==> src/rtc_timer_pkg.sv <==
// shared constants, field positions and carrier types for the rtc timer
package rtc_timer_pkg;

  // register offsets of the byte map
  localparam logic [7:0] ADDR_INTERRUPT_CONTROL = 8'h08;
  localparam logic [7:0] ADDR_TIMER_CONTROL = 8'h09;
  localparam logic [7:0] ADDR_TIMER_LIMIT = 8'h12;
  localparam logic [7:0] ADDR_TIMER_COUNT = 8'h13;
  localparam logic [7:0] ADDR_SUBTIMER_LIMIT = 8'h14;

  // field positions
  localparam int ROUTE_EN_BIT = 3;
  localparam int PULSE_MODE_BIT = 7;
  localparam int TIMER_ENABLE_BIT = 6;
  localparam int FUNC_HI = 5;
  localparam int FUNC_LO = 4;
  localparam int TICK_HI = 1;
  localparam int TICK_LO = 0;
  // control byte bits that really exist; 3 and 2 read zero
  localparam logic [7:0] CONTROL_MASK = 8'hf3;

  // reset and load values, smallest accepted limits
  localparam logic [7:0] BYTE_ZERO = 8'h00;
  localparam logic [7:0] COUNT_ONE = 8'h01;
  localparam logic [7:0] MIN_DOWN_LIMIT = 8'h02;
  localparam logic [7:0] MIN_UP_LIMIT = 8'h01;

  // default sub limits per tick code
  localparam logic [7:0] SUB_DEFAULT_4K = 8'h29;
  localparam logic [7:0] SUB_DEFAULT_100HZ = 8'h64;
  localparam logic [7:0] SUB_DEFAULT_60 = 8'h3c;

  // tick rate codes
  typedef enum logic [1:0] {
    TICK_4KHZ = 2'h0,
    TICK_100HZ = 2'h1,
    TICK_1SEC = 2'h2,
    TICK_1MIN = 2'h3
  } tick_rate_sel_t;

  // timer function codes
  typedef enum logic [1:0] {
    FUNC_COUNT_DOWN = 2'h0,
    FUNC_ALARM_DOWN = 2'h1,
    FUNC_WATCHDOG_UP = 2'h2,
    FUNC_POWER_FAIL_UP = 2'h3
  } timer_function_sel_t;

  // one-cycle tick pulses from the oscillator divider
  typedef struct packed {
    logic sub_4khz;
    logic sub_100hz;
    logic sub_1sec;
    logic sub_1min;
  } tick_t;

  // one byte write from the serial interface
  typedef struct packed {
    logic en;
    logic [7:0] addr;
    logic [7:0] data;
  } reg_write_t;

endpackage

==> src/rtc_timer_counter_unit.sv <==
// two-stage timer: sub counter, main counter, expiry flag and interrupt pin
`timescale 1ns/1ps
module rtc_timer_counter_unit
(
  input wire logic i_ref_clk,
  input wire logic i_srst,
  input wire rtc_timer_pkg::reg_write_t i_reg_write,
  input wire logic [7:0] i_reg_read_addr,
  output logic [7:0] o_reg_read_data,
  input wire rtc_timer_pkg::tick_t i_tick,
  input wire logic i_alarm_flag_event,
  input wire logic i_battery_mode,
  input wire logic i_flag_clear,
  output logic o_timer_expired_flag,
  output logic o_second_interrupt_pin_n
);

  // effective sub limit from register and tick code
  function automatic logic [7:0] eff_sub_limit(input logic [7:0] lim, input logic [1:0] code);
    logic [7:0] dflt;
    dflt = rtc_timer_pkg::SUB_DEFAULT_60;
    unique case (code)
      rtc_timer_pkg::TICK_4KHZ: dflt = rtc_timer_pkg::SUB_DEFAULT_4K;
      rtc_timer_pkg::TICK_100HZ: dflt = rtc_timer_pkg::SUB_DEFAULT_100HZ;
      rtc_timer_pkg::TICK_1SEC: dflt = rtc_timer_pkg::SUB_DEFAULT_60;
      rtc_timer_pkg::TICK_1MIN: dflt = rtc_timer_pkg::SUB_DEFAULT_60;
    endcase
    return (lim == rtc_timer_pkg::BYTE_ZERO) ? dflt : lim;
  endfunction

  // true when the function counts downward
  function automatic logic is_down(input logic [1:0] func);
    // codes 00 and 01 count down
    return (func == rtc_timer_pkg::FUNC_COUNT_DOWN) || (func == rtc_timer_pkg::FUNC_ALARM_DOWN);
  endfunction

  // counter state machine
  typedef enum logic [4:0] {
    ST_IDLE = 5'b00001,
    ST_WAIT_ALARM = 5'b00010,
    ST_COUNT = 5'b00100,
    ST_LOW = 5'b01000,
    ST_STOPPED = 5'b10000
  } timer_state_t;

  logic [7:0] interrupt_control; // route enable lives in bit 3
  logic [7:0] timer_control; // pulse, enable, function, tick
  logic [7:0] main_limit; // main counter limit
  logic [7:0] sub_limit; // sub counter limit, write only
  logic [7:0] main_count; // readable main counter
  logic [7:0] sub_count; // hidden sub counter
  logic periodic_active; // latched periodic mode
  logic pin_low; // internal expiry level
  logic enable_prev; // enable bit one cycle ago
  timer_state_t state; // current state
  logic [1:0] func; // decoded function field
  logic [1:0] tick_code; // decoded tick field
  logic timer_enable_bit; // enable bit
  logic pulse_mode_bit; // pulse bit
  logic enable_rise; // enable went 0 to 1
  logic enable_fall; // enable went 1 to 0
  logic limit_bad; // limit too small for the function
  logic sub_tick; // selected sub tick pulse
  logic overflow; // sub counter overflow this cycle
  logic [7:0] sub_eff; // effective sub limit
  logic [7:0] main_load; // main load value on start
  logic [7:0] main_step; // main after one step
  logic expire_now; // main reaches its end on this step
  logic ctrl_write; // write to control byte
  logic [7:0] next_control; // control byte after a write

  // field decode
  always_comb
  begin
    func = timer_control[rtc_timer_pkg::FUNC_HI:rtc_timer_pkg::FUNC_LO];
    tick_code = timer_control[rtc_timer_pkg::TICK_HI:rtc_timer_pkg::TICK_LO];
    timer_enable_bit = timer_control[rtc_timer_pkg::TIMER_ENABLE_BIT];
    pulse_mode_bit = timer_control[rtc_timer_pkg::PULSE_MODE_BIT];
    enable_rise = timer_enable_bit && !enable_prev;
    enable_fall = !timer_enable_bit && enable_prev;
    ctrl_write = i_reg_write.en && (i_reg_write.addr == rtc_timer_pkg::ADDR_TIMER_CONTROL);
    next_control = i_reg_write.data & rtc_timer_pkg::CONTROL_MASK;
  end

  // tick select, overflow and step values
  always_comb
  begin
    sub_tick = 1'b0;
    unique case (tick_code)
      rtc_timer_pkg::TICK_4KHZ: sub_tick = i_tick.sub_4khz;
      rtc_timer_pkg::TICK_100HZ: sub_tick = i_tick.sub_100hz;
      rtc_timer_pkg::TICK_1SEC: sub_tick = i_tick.sub_1sec;
      rtc_timer_pkg::TICK_1MIN: sub_tick = i_tick.sub_1min;
    endcase
    // power fail counts only on battery
    if ((func == rtc_timer_pkg::FUNC_POWER_FAIL_UP) && !i_battery_mode)
    begin
      sub_tick = 1'b0;
    end
    sub_eff = eff_sub_limit(sub_limit, tick_code);
    overflow = sub_tick && (sub_count >= sub_eff);
    // load limit for down, one for up
    main_load = is_down(func) ? main_limit : rtc_timer_pkg::COUNT_ONE;
    main_step = is_down(func) ? main_count - rtc_timer_pkg::COUNT_ONE : main_count + rtc_timer_pkg::COUNT_ONE;
    // expiry at zero down, at limit up
    expire_now = is_down(func) ? (main_step == rtc_timer_pkg::BYTE_ZERO) : (main_step == main_limit);
    limit_bad = is_down(func) ? (main_limit < rtc_timer_pkg::MIN_DOWN_LIMIT)
                              : (main_limit < rtc_timer_pkg::MIN_UP_LIMIT);
  end

  // route and limit registers
  always_ff @(posedge i_ref_clk)
  begin
    if (i_srst)
    begin
      interrupt_control <= rtc_timer_pkg::BYTE_ZERO;
      main_limit <= rtc_timer_pkg::BYTE_ZERO;
      sub_limit <= rtc_timer_pkg::BYTE_ZERO;
    end
    else if (i_reg_write.en)
    begin
      // byte writes by offset
      if (i_reg_write.addr == rtc_timer_pkg::ADDR_INTERRUPT_CONTROL)
      begin
        interrupt_control <= i_reg_write.data;
      end
      if (i_reg_write.addr == rtc_timer_pkg::ADDR_TIMER_LIMIT)
      begin
        main_limit <= i_reg_write.data;
      end
      if (i_reg_write.addr == rtc_timer_pkg::ADDR_SUBTIMER_LIMIT)
      begin
        sub_limit <= i_reg_write.data;
      end
    end
  end

  // control byte; a refused start drops the enable bit
  always_ff @(posedge i_ref_clk)
  begin
    // pulse and enable reset to zero
    if (i_srst)
    begin
      timer_control <= rtc_timer_pkg::BYTE_ZERO;
    end
    else if (ctrl_write)
    begin
      timer_control <= next_control;
    end
    // enable with bad limit stays disabled
    else if (enable_rise && limit_bad)
    begin
      timer_control[rtc_timer_pkg::TIMER_ENABLE_BIT] <= 1'b0;
    end
  end

  // enable edge history
  always_ff @(posedge i_ref_clk)
  begin
    if (i_srst)
    begin
      enable_prev <= 1'b0;
    end
    else
    begin
      enable_prev <= timer_enable_bit && !(enable_rise && limit_bad);
    end
  end

  // periodic mode latch
  always_ff @(posedge i_ref_clk)
  begin
    if (i_srst)
    begin
      periodic_active <= 1'b0;
    end
    // clearing pulse bit leaves periodic at once
    else if (!pulse_mode_bit)
    begin
      periodic_active <= 1'b0;
    end
    // periodic only taken at the enable edge
    else if (enable_rise)
    begin
      periodic_active <= 1'b1;
    end
  end

  // expiry flag; a set wins over a clear in the same cycle
  always_ff @(posedge i_ref_clk)
  begin
    if (i_srst)
    begin
      o_timer_expired_flag <= 1'b0;
    end
    else if ((state == ST_COUNT) && overflow && expire_now)
    begin
      o_timer_expired_flag <= 1'b1;
    end
    else if (i_flag_clear)
    begin
      o_timer_expired_flag <= 1'b0;
    end
  end

  // counters, pin level and state
  always_ff @(posedge i_ref_clk)
  begin
    if (i_srst)
    begin
      state <= ST_IDLE;
      main_count <= rtc_timer_pkg::BYTE_ZERO;
      sub_count <= rtc_timer_pkg::COUNT_ONE;
      pin_low <= 1'b0;
    end
    // disable halts and releases the pin
    else if (!timer_enable_bit || enable_fall)
    begin
      state <= ST_IDLE;
      main_count <= rtc_timer_pkg::BYTE_ZERO;
      sub_count <= rtc_timer_pkg::COUNT_ONE;
      pin_low <= 1'b0;
    end
    // alarm function waits for an alarm
    else if (enable_rise && !limit_bad && (func == rtc_timer_pkg::FUNC_ALARM_DOWN))
    begin
      state <= ST_WAIT_ALARM;
    end
    else if (enable_rise && !limit_bad)
    begin
      state <= ST_COUNT;
      main_count <= main_load;
      sub_count <= rtc_timer_pkg::COUNT_ONE;
    end
    // flag clear restarts as a first cycle
    else if (i_flag_clear && o_timer_expired_flag && (state != ST_WAIT_ALARM))
    begin
      // clear releases the pin and restarts
      pin_low <= 1'b0;
      main_count <= main_load;
      sub_count <= rtc_timer_pkg::COUNT_ONE;
      state <= (func == rtc_timer_pkg::FUNC_ALARM_DOWN) ? ST_WAIT_ALARM : ST_COUNT;
    end
    else
    begin
      unique case (state)
        // disabled, nothing moves
        ST_IDLE:
        begin
          state <= ST_IDLE;
        end
        ST_WAIT_ALARM:
        begin
          if (i_alarm_flag_event)
          begin
            state <= ST_COUNT;
            main_count <= main_load;
            sub_count <= rtc_timer_pkg::COUNT_ONE;
          end
        end
        // counting; further alarms ignored here
        ST_COUNT:
        begin
          if (overflow)
          begin
            // step main, sub back to one
            main_count <= main_step;
            sub_count <= rtc_timer_pkg::COUNT_ONE;
            if (expire_now)
            begin
              pin_low <= 1'b1;
              state <= (periodic_active || (func == rtc_timer_pkg::FUNC_WATCHDOG_UP)) ? ST_LOW : ST_STOPPED;
            end
          end
          else if (sub_tick)
          begin
            sub_count <= sub_count + rtc_timer_pkg::COUNT_ONE;
          end
        end
        // periodic low phase lasting one sub period
        ST_LOW:
        begin
          if (overflow)
          begin
            pin_low <= 1'b0;
            sub_count <= rtc_timer_pkg::COUNT_ONE;
            main_count <= is_down(func) ? main_limit - rtc_timer_pkg::COUNT_ONE : rtc_timer_pkg::COUNT_ONE;
            state <= (func == rtc_timer_pkg::FUNC_ALARM_DOWN) ? ST_WAIT_ALARM : ST_COUNT;
          end
          else if (sub_tick)
          begin
            sub_count <= sub_count + rtc_timer_pkg::COUNT_ONE;
          end
          // leaving periodic holds like single mode
          if (!periodic_active && (func != rtc_timer_pkg::FUNC_WATCHDOG_UP))
          begin
            state <= ST_STOPPED;
          end
        end
        // held until the flag is cleared
        ST_STOPPED:
        begin
          state <= ST_STOPPED;
        end
        default:
        begin
          state <= ST_IDLE;
        end
      endcase
    end
  end

  // registered pin, active low
  always_ff @(posedge i_ref_clk)
  begin
    if (i_srst)
    begin
      o_second_interrupt_pin_n <= 1'b1;
    end
    else
    begin
      o_second_interrupt_pin_n <= !(pin_low && interrupt_control[rtc_timer_pkg::ROUTE_EN_BIT]);
    end
  end

  // registered read port
  always_ff @(posedge i_ref_clk)
  begin
    if (i_srst)
    begin
      o_reg_read_data <= rtc_timer_pkg::BYTE_ZERO;
    end
    else
    begin
      unique case (i_reg_read_addr)
        rtc_timer_pkg::ADDR_INTERRUPT_CONTROL: o_reg_read_data <= interrupt_control;
        rtc_timer_pkg::ADDR_TIMER_CONTROL: o_reg_read_data <= timer_control;
        rtc_timer_pkg::ADDR_TIMER_LIMIT: o_reg_read_data <= main_limit;
        rtc_timer_pkg::ADDR_TIMER_COUNT: o_reg_read_data <= main_count;
        // sub limit is write only and reads zero
        default: o_reg_read_data <= rtc_timer_pkg::BYTE_ZERO;
      endcase
    end
  end

endmodule

==> config.mk <==
export PLATFORM = sky130hd
export DESIGN_NAME = rtc_timer_counter_unit
export DESIGN_NICKNAME = d
export VERILOG_FILES = /design/src/rtc_timer_pkg.sv /design/src/rtc_timer_counter_unit.sv
export SDC_FILE = /design/constraint.sdc
export NUM_CORES = 1
export LEC_CHECK = 0
export BUFFER_PORTS_ARGS = -buffer_cell sky130_fd_sc_hd__buf_2
export CAP_MARGIN = 20
export CORE_AREA = 2 2 66 114
export DETAILED_ROUTE_END_ITERATION = 7
export DIE_AREA = 0 0 68 116
export PLACE_DENSITY = 0.8
export SYNTH_ARGS = -nofsm -noshare
export SYNTH_HDL_FRONTEND = slang
export SYNTH_SLANG_ARGS = --single-unit
export TNS_END_PERCENT = 20
==> constraint.sdc <==
create_clock -name i_ref_clk -period 5.1 [get_ports i_ref_clk]
set_clock_uncertainty 0.1 [all_clocks]
set_input_delay 1.02 -clock i_ref_clk [delete_from_list [all_inputs] [get_ports i_ref_clk]]
set_output_delay 1.02 -clock i_ref_clk [all_outputs]
set_load 0.005 [all_outputs]
# Word-level counts from Yosys, hierarchy flattened
# Index checks and enable logic that the tools add are counted.
[word_totals]
input_bits = 34
register_bits = 64
[classes]
n_bitwise = 3
n_addsub = 4
magnitude_cmp = 3
muxes = 42
reduce_logical = 49
eq_ne = 36
[ops]
columns = ["cell", "n"]
rows = [
  ["$mux W8", 14],
  ["$pmux W8 S3", 2],
  ["$mux W5", 7],
  ["$eq A8 B4 Y1 const B", 4],
  ["$eq A8 B5 Y1 const B", 4],
  ["$pmux W8 S4", 1],
  ["$pmux W5 S4", 1],
  ["$add A8 B1 Y8 const B", 2],
  ["$logic_not A8 Y1", 2],
  ["$pmux W8 S2", 1],
  ["$reduce_and A4 Y1", 4],
  ["$sub A8 B1 Y8 const B", 2],
  ["$logic_and A1 B1 Y1", 15],
  ["$ne A5 B2 Y1 const B", 3],
  ["$ne A4 B4 Y1 const B", 3],
  ["$mux W1", 11],
  ["$ne A5 B5 Y1 const B", 2],
  ["$eq A2 B2 Y1 const B", 4],
  ["$eq A8 B8 Y1", 1],
  ["$ge A8 B8 Y1", 1],
  ["$lt A8 B1 Y1 const B", 1],
  ["$lt A8 B2 Y1 const B", 1],
  ["$ne A4 B2 Y1 const B", 2],
  ["$reduce_or A2 Y1", 4],
  ["27 further kinds", 45],
]

# Longest topological paths before layout
# Gate-level depths: netlist (run 1).
[logic_depth]
ltp_word = 12
depth_mapped = 14
mapped_depth_nobuf = 13

# Worst setup path after synthesis (run 1)
# No wires, ideal clock.
[synth_timing]
kind = "register -> register"
from = "register timer_control[5]"
to = "register state[3]"
path_stages_with_launch = 12
arrival_time_ns = 2.923
path_slack_ns = 1.974
setup_ns = 0.103
path_cell_list = "dfxtp_1 -> buf_2 -> inv_1 -> ha_1 -> or2_1 -> a221oi_1 -> a211oi_1 -> a211o_1 -> o41ai_2 -> o31ai_1 -> or3_1 -> a2111oi_2"
[synth_via]
elab_chain_cells = 7
[synth_rtl]
columns = ["element", "line_no", "rtl"]
rows = [
  ["start: declaration", "rtc_timer_counter_unit.sv:47", "logic [7:0] timer_control;"],
  ["start signal: assignment", "rtc_timer_counter_unit.sv:144", "timer_control <= rtc_timer_pkg::BYTE_ZERO;"],
  ["start signal: assignment", "rtc_timer_counter_unit.sv:148", "timer_control <= next_control;"],
  ["$eq A2 B1 Y1, or another cell as far along", "rtc_timer_counter_unit.sv:34, rtc_timer_counter_unit.sv:225", ""],
  ["$logic_or A1 B1 Y1 (on tied branches)", "rtc_timer_counter_unit.sv:34, rtc_timer_counter_unit.sv:272", ""],
  ["$mux W8, or another cell as far along", "rtc_timer_counter_unit.sv:104", "main_step = is_down(func) ? main_count - rtc_timer_pkg::COUNT_ONE : main_count + rtc_timer_pkg::COUNT_ONE;"],
  ["$eq A8 B8 Y1, or another cell as far along", "rtc_timer_counter_unit.sv:106", "expire_now = is_down(func) ? (main_step == rtc_timer_pkg::BYTE_ZERO) : (main_step == main_limit);"],
  ["$mux W1, or another cell as far along", "rtc_timer_counter_unit.sv:106", ""],
  ["$ne A3 B2 Y1 (no source line), or another cell as far along", "n/a", ""],
  ["$reduce_and A4 Y1 (no source line), or another cell as far along", "n/a", ""],
  ["end signal: assignment", "rtc_timer_counter_unit.sv:242", "state <= (func == rtc_timer_pkg::FUNC_ALARM_DOWN) ? ST_WAIT_ALARM : ST_COUNT;"],
  ["end signal: assignment", "rtc_timer_counter_unit.sv:272", "state <= (periodic_active || (func == rtc_timer_pkg::FUNC_WATCHDOG_UP)) ? ST_LOW : ST_STOPPED;"],
  ["end signal: assignment", "rtc_timer_counter_unit.sv:288", "state <= (func == rtc_timer_pkg::FUNC_ALARM_DOWN) ? ST_WAIT_ALARM : ST_COUNT;"],
  ["end: declaration", "rtc_timer_counter_unit.sv:55", "timer_state_t state;"],
]
# Parallel ways exist; a longest one is shown, timed or not. The select of a mux whose other input is x is not followed.
# A chain may end at the register's enable or synchronous reset.

# Final worst setup path (run 1)
# Same ends and word-level chain as after synthesis.

==> results of run 1 <==
-- state kept, by name (all words and copies together) (netlist names), 5 cells and up --
name and flops:
sub_limit 8, interrupt_control 8, main_count 8, o_reg_read_data 8, main_limit 8, state 5, timer_control 6, sub_count 8
-- kinds of logic (layout without fill, tap and decap cells) --
kind of cell	Yosys count	count (layout)
DFF	64	64
muxes	31	31
adders and majority gates	19	19
xor gates and xnor gates	18	18
and+or+nand+nor	179	179
buffers and inverters	43	76
AOI/OAI and AO/OA	115	115
-- area by class of cell --
type | instances | area, sq um
Sequential cell | 64 | 1280
Multi-Input combinational cell | 362 | 2380
Tap cell | 84 | 105
Clock inverter | 3 | 45.0
Timing Repair Buffer | 44 | 223
Fill cell | 585 | 2560
Clock buffer | 10 | 239
Inverter | 19 | 71.3
-- Yosys cell counts, types with 5 or more instances --
cell and number:
xnor2_1 8, clkbuf_1 16, dfxtp_1 64, nand2b_1 8, inv_1 19, o22ai_1 5, and2_1 5, nand2_1 27
a21oi_1 36, nand4_1 8, nor4_1 10, ha_1 18, or3_1 6, nor2_1 66, xor2_1 9, a21o_1 5
o21ai_0 16, buf_2 5, nand3_1 13, nor3_1 16, mux2i_1 30, a22oi_1 15
-- metal layers --
| layer | global-route usage, % | wire [um] |
|---|---|---|
| met3 | 5.92 | 506 |
| met2 | 50.6 | 5410 |
| met5 | 0 | 0 |
| met4 | 20.8 | 686 |
| met1 | 30.2 | 3800 |
-- worst max-delay path, delay by kind of cell, from the launching register on --
family                   cells  cell delay [ns]
adder cells (fa/ha/maj)      1             0.41
AND/OR/NAND/NOR              2             0.61
flip-flops                   1             0.57
AO/OA/AOI/OAI                6             1.46
buffers and inverters        1             0.27
-- per-stage QoR --
stage	power, mW	instances	util [%]	hold WS, ns
floorplan	0.523	469	-	0.292
global placement	0.541	573	58.8	0.344
detailed placement	0.542	573	58.8	0.344
CTS	1.13	586	63.0	0.354
global route	1.16	586	63.0	0.383
finish	1.13	586	63.0	0.357
-- worst paths after layout --
| path | end | cells past startpoint | slack [ns] |
|---|---|---|---|
| setup / recovery | state[3]$_SDFFE_PP0P_ | 10 | 1.56 |
| setup reg to reg | state[3]$_SDFFE_PP0P_ | 10 | 1.56 |
| hold reg to reg | o_second_interrupt_pin_n$_SDFF_PP1_ | 1 | 0.36 |
| hold / removal | o_second_interrupt_pin_n$_SDFF_PP1_ | 1 | 0.36 |
-- report_power, final --
group / switching (mW) / total (mW) / internal [mW]
clock: 0.216 / 0.599 / 0.383
combinational: 0.0174 / 0.0309 / 0.0136
sequential: 0.000440 / 0.501 / 0.501
total: 0.234 / 1.13 / 0.897
==> results by group, run 1 <==
Status
  • Outcome: finished clean

Timing
  • Final Setup Violations: 0
  • RSZ-0062 raised after global routing: false
  • Slew @ Worst Pin: 1.04 ns
  • Final slew viol count: 0
  • Tmin final: 3.54 ns
  • Endpoints failing hold: 0
  • Relative slew slack: 30.0%
  • Final setup TNS: 0 ns
  • Final period utilization: 69.4%
  • Worst Slack Setup Final: 1.56 ns
  • Max Clk Rate: 283 MHz

Setup path
  • Crit-path cells: inv_1 > ha_1 > or2_1 > a221oi_1 > a211oi_1 > a211o_1 > o41ai_2 > o31ai_1 > or3_1 > a2111oi_2
  • Crit path from: timer_control[5]$_SDFFE_PP0P_
  • CP Data Arrival Time: 3.66 ns
  • Startpoint types: flip-flop
  • WS Path Type: reg -> reg
  • Slowest cell on crit path: dfxtp_1
  • Critical path endpoint category: flip-flop
  • R2R Path Start: timer_control[5]$_SDFFE_PP0P_
  • Largest fanout on the critical path: 11
  • CP peak stage delay: 0.57 ns
  • Worst Path Required: 5.22 ns

Cells and area
  • Area Growth Syn to Fin: 13.1%
  • Diode count: 0
  • Final nets: 553
  • Final Cell Area: 4350 sq um
  • Most common cell after layout, fill and taps aside: nor2_1
  • Highest-count cells in the layout ignoring fill and taps: 66 x nor2_1, 64 x dfxtp_1, 43 x buf_2
  • Layout cells sized above 1: 13.1%

Power
  • Leak: 1.82 nW
  • Pwr Density: 260 nW/um^2
  • Worst VDD drop: 0.240 mV

Logic synthesis
  • Xor/xnor cell area share of the yosys netlist: 4.46%
  • Count of cell types in the netlist: 62
  • Yosys top cell by area: dfxtp_1
  • Synth Area in Adders: 6.38%
  • Largest family of logic cells by synthesized area: simple AND/OR/NAND/NOR gates
  • Primary FF master, synth: dfxtp_1
  • Area share of the leading cell type in the synthesized netlist: 33.3%
  • Avg Cell Area, Syn: 8.20 sq um
  • Sequential share of the synthesized area: 33.3%
  • FF+latch count, synth: 64
  • Syn_nets: 522
  • Synth async-reset ratio: 0%
  • Synth Area in Simple Gates: 22.7%
  • Synth Instances: 469
  • Top cells by area, synth: dfxtp_1 33%, mux2i_1 7.8%, nor2_1 6.4%
  • Compound-Gate Fraction of Synth Area: 20.1%
  • Mapped Area: 3840 sq um
  • Post-synth EDFFs: 0
  • YS warnings: 0
  • Mux contribution to synthesized area: 8.40%

Route
  • 1st-pass router iterations: 5
  • Vias: 3701
  • Drt wl/cell: 17.7 um
  • Initial DRC count: 259
  • Final wirelength: 10400 um
  • Routed vias/inst: 6.32
  • Drt drc: 0
  • Post-route ant nets: 0

Floorplan
  • Die X-Extent: 68 um
  • Die area: 7890 sq um
  • I/O pin cnt: 44
  • Die Y: 116 um
  • Row count: 40
  • Total core area: 6910 sq um
  • Initial Util: 55.7%

Place
  • Post-Place Worst Slack: 1.62 ns
  • Dpl hpwl: 7800 um
  • DP Area: 4060 sq um
  • PortBufs: 43
  • GPL Wtd Cong: 0.951

CTS
  • Clock transition at the registers of the reported paths: 0.05 ns
  • CTS tree: built
  • Worst skew pair latency: 0.33 ns
  • Setup bufs post-CTS: 0
  • H-tree Lvls: 3
  • CTS resizes: 0
  • TritonCTS buffer count: 9
  • Hold_buf cts: 0
  • Clock tree sinks: 64
  • CTS Root Buffer Type: clkbuf_16
  • Worst-case clock buffer depth: 2

Global routing
  • Gr usage total: 29.2%
  • Vias in the first global route: 3704
  • Largest net degree at the start of global routing: 37
  • Initial antenna violation count: 0
  • Aggregate global routing overflow: 0
  • First-pass GRT wire length: 17100 um

Worst hold path
  • Min-delay src: interrupt_control[3]$_SDFFE_PP0P_
  • HP Class: reg -> reg

Flow run
  • MaxCap Viol Count: 0
No activity file was read; power rests on OpenSTA's default activity.
==> inputs of run 2 (changes only) <==
--- a/config.mk
+++ b/config.mk
@@ -7,10 +7,10 @@
 export LEC_CHECK = 0
 export BUFFER_PORTS_ARGS = -buffer_cell sky130_fd_sc_hd__buf_2
 export CAP_MARGIN = 20
-export CORE_AREA = 2 2 66 114
+export CORE_AREA = 2 2 68 118
 export DETAILED_ROUTE_END_ITERATION = 7
-export DIE_AREA = 0 0 68 116
-export PLACE_DENSITY = 0.8
+export DIE_AREA = 0 0 70 120
+export PLACE_DENSITY = 0.79
 export SYNTH_ARGS = -nofsm -noshare
 export SYNTH_HDL_FRONTEND = slang
 export SYNTH_SLANG_ARGS = --single-unit
==> constraint.sdc (replaced) <==
create_clock -name i_ref_clk -period 2.85 [get_ports i_ref_clk]
set_clock_uncertainty 0.1 [all_clocks]
set_input_delay 0.57 -clock i_ref_clk [delete_from_list [all_inputs] [get_ports i_ref_clk]]
set_output_delay 0.57 -clock i_ref_clk [all_outputs]
set_load 0.005 [all_outputs]
==> run 2 against run 1 <==
The run now ends with setup timing left. Maximum frequency grew 16%. Combinational power grew 98%. Non-clock buffer count grew 61. Worst setup slack lost 1.8 ns. Via count grew 12%. Register-to-register slack lost 1.8 ns. Critical path type unchanged. Critical endpoint unchanged.
==> results by group, run 2 (synthesized netlist as in run 1, its figures left out) <==
Route
  • Drt wl/cell: 18.7 um (+5.6%)
  • 1st-pass router iterations: 5 (unchanged)
  • Initial DRC count: 350 (+35%)
  • Routed vias/inst: 6.37 (+0.79%)
  • Vias: 4163 (+12%)
  • Final wirelength: 12300 um (+18%)
  • Drt drc: 0 (unchanged)
  • Post-route ant nets: 0 (unchanged)

Status
  • Failing checks: setup timing
  • Outcome: complete, but fails checks

Flow run
  • MaxCap Viol Count: 0 (unchanged)

CTS
  • Hold_buf cts: 0 (unchanged)
  • TritonCTS buffer count: 9 (unchanged)
  • Clock transition at the registers of the reported paths: 0.06 ns (about the same)
  • H-tree Lvls: 3 (unchanged)
  • CTS Root Buffer Type: clkbuf_16
  • Worst skew pair latency: 0.34 ns (about the same)
  • Worst-case clock buffer depth: 2 (unchanged)
  • Clock tree sinks: 64 (unchanged)
  • CTS tree: built

Timing
  • Final Setup Violations: 20 (+20)
  • Final slew viol count: 0 (unchanged)
  • Slew @ Worst Pin: 0.850 ns (-0.190 ns)
  • Max Clk Rate: 328 MHz (+16%)
  • RSZ-0062 raised after global routing: true
  • Final period utilization: 107% (+38 points)
  • Tmin final: 3.05 ns (-0.488 ns)
  • Endpoints failing hold: 0 (unchanged)
  • Fin Hold WS: 0.362 ns (+0.00451 ns)
  • Relative slew slack: 43.1% (+13 points)
  • Worst Slack Setup Final: -0.200 ns (-1.76 ns)

Power
  • Switching Power: 0.433 mW (+85%)
  • Clock power share: 53.4% (+0.5 points)
  • Pint: 1.62 mW (+81%)
  • Worst VDD drop: 0.367 mV (+53%)
  • Sw frac: 21.1% (+0.42 points)
  • Pwr Density: 404 nW/um^2 (+55%)
  • Comb power frac: 3.0% (+0.3 points)
  • Share of total power in sequential cells: 43.6% (-0.7 points)
  • Leak: 2.23 nW (+22%)
  • Total power: 2.05 mW (+82%)

Cells and area
  • Most common cell after layout, fill and taps aside: nor2_1
  • Non-Filler Instances: 654 (+12%)
  • Area Growth Syn to Fin: 32.2%
  • Final Cell Area: 5080 sq um (+17%)
  • Final nets: 614 (+11%)
  • Layout cells sized above 1: 29.2% (+16 points)
  • Highest-count cells in the layout ignoring fill and taps: 63 x nor2_1, 61 x dfxtp_1, 57 x buf_4
  • Diode count: 0 (unchanged)

Floorplan
  • Die Y: 120 um (+3.4%)
  • Row count: 42 (+5.0%)
  • Total core area: 7460 sq um (+8.0%)
  • Die area: 8400 sq um (+6.5%)
  • I/O pin cnt: 44 (unchanged)
  • Initial Util: 51.5% (-4.1 points)
  • Die X-Extent: 70 um (+2.9%)

Global routing
  • M1 GR Usage: 28.1% (-2.1 points)
  • Vias in the first global route: 4065 (+9.7%)
  • Aggregate global routing overflow: 0 (unchanged)
  • Met2 Use GR: 54.9% (+4.4 points)
  • Met3 track demand over resource: 5.37% (-0.55 points)
  • Gr usage total: 29.0% (-0.25 points)
  • GRT busiest layer: met2
  • First-pass GRT wire length: 19100 um (+12%)
  • Initial antenna violation count: 0 (unchanged)
  • Largest net degree at the start of global routing: 33 (-11%)

Place
  • PortBufs: 43 (unchanged)
  • GPL Wtd Cong: 0.992 (+4.4%)
  • DP Area: 4500 sq um (+11%)
  • Dpl hpwl: 8860 um (+14%)
  • DP Cell Count: 634 (+11%)

Worst hold path
  • HP Class: reg -> reg
  • Min-delay src: interrupt_control[3]$_SDFFE_PP0P_

Setup path
  • Largest fanout on the critical path: 5 (-6)
  • Startpoint types: flip-flop
  • Worst Path Required: 2.98 ns (-2.24 ns)
  • Crit path from: timer_control[5]$_SDFFE_PP0P_
  • R2R Path Start: timer_control[5]$_SDFFE_PP0P_
  • Critical path endpoint category: flip-flop
  • WS Path Type: reg -> reg
  • CP Data Arrival Time: 3.18 ns (-0.48 ns)
run 2: cell count changes in the layout (fill, tap and decap cells not counted), moves of 3 or more:
cell	change
buf_6	+5
buf_4	+56
o21ai_2	+4
a21oi_1	-6
a21oi_2	+5
nor2_1	-3
o21ai_0	-4
nor4_2	+3
nor4_1	-5
dfxtp_1	-3
nand2_1	-3
run 2: per-layer routing:
layer	up-vias	part of all wire, %
met5	-	0
li1	1903	-
met4	0	7.0
met1	1959	33
met3	63	5.9
met2	238	54
run 2: worst paths after layout:
kind,endpoint,slack (ns),depth (start not counted)
setup reg to reg,state[3]$_SDFFE_PP0P_,-0.20,10
setup / recovery,state[3]$_SDFFE_PP0P_,-0.20,10
hold / removal,o_second_interrupt_pin_n$_SDFF_PP1_,0.36,1
hold reg to reg,o_second_interrupt_pin_n$_SDFF_PP1_,0.36,1
run 2: stage by stage:
| step | setup slack (ns) | setup TNS, ns | utilization [%] |
|---|---|---|---|
| floorplan | -0.232 | -0.232 | - |
| global placement | -0.173 | -0.640 | 60.3 |
| detailed placement | -0.261 | -2.58 | 60.3 |
| CTS | -0.130 | -0.463 | 65.8 |
| global route | -0.297 | -3.72 | 68.1 |
| finish | -0.200 | -1.71 | 68.1 |
run 2: cell type report:
cell class | instances | area [sq um]
clock inverter | 5 | 56.3
tap | 88 | 110
fill | 587 | 2380
timing repair buffer | 105 | 699
clock buffer | 11 | 243
multi-input combinational | 362 | 2620
inverter | 19 | 71.3
sequential | 64 | 1290
run 2: critical path, cell delays in order, from the launching register on:
cell and delay [ns]:
dfxtp_4 0.38, inv_2 0.07, ha_1 0.31, or2_1 0.25, a221oi_2 0.27, a211oi_1 0.11
a211o_1 0.27, o41ai_2 0.36, o31ai_2 0.15, or3_1 0.37, a2111oi_4 0.30
run 2: power by group through the flow:
| stage | registers (mW) | logic, mW | clock network, mW |
|---|---|---|---|
| after floorplan | 0.915 | 0.0202 | 0 |
| after global placement | 0.915 | 0.0562 | 0 |
| after detailed placement | 0.915 | 0.0581 | 0 |
| after CTS | 0.895 | 0.0593 | 1.11 |
| after global routing | 0.895 | 0.0652 | 1.15 |
| final | 0.896 | 0.0613 | 1.10 |
run 2: timing repair:
action,CTS,global route
cloned,0,0
pin swaps,20,10
buffers inserted,2,3
gates resized for setup,26,28
endpoints found under the setup margin,22,22
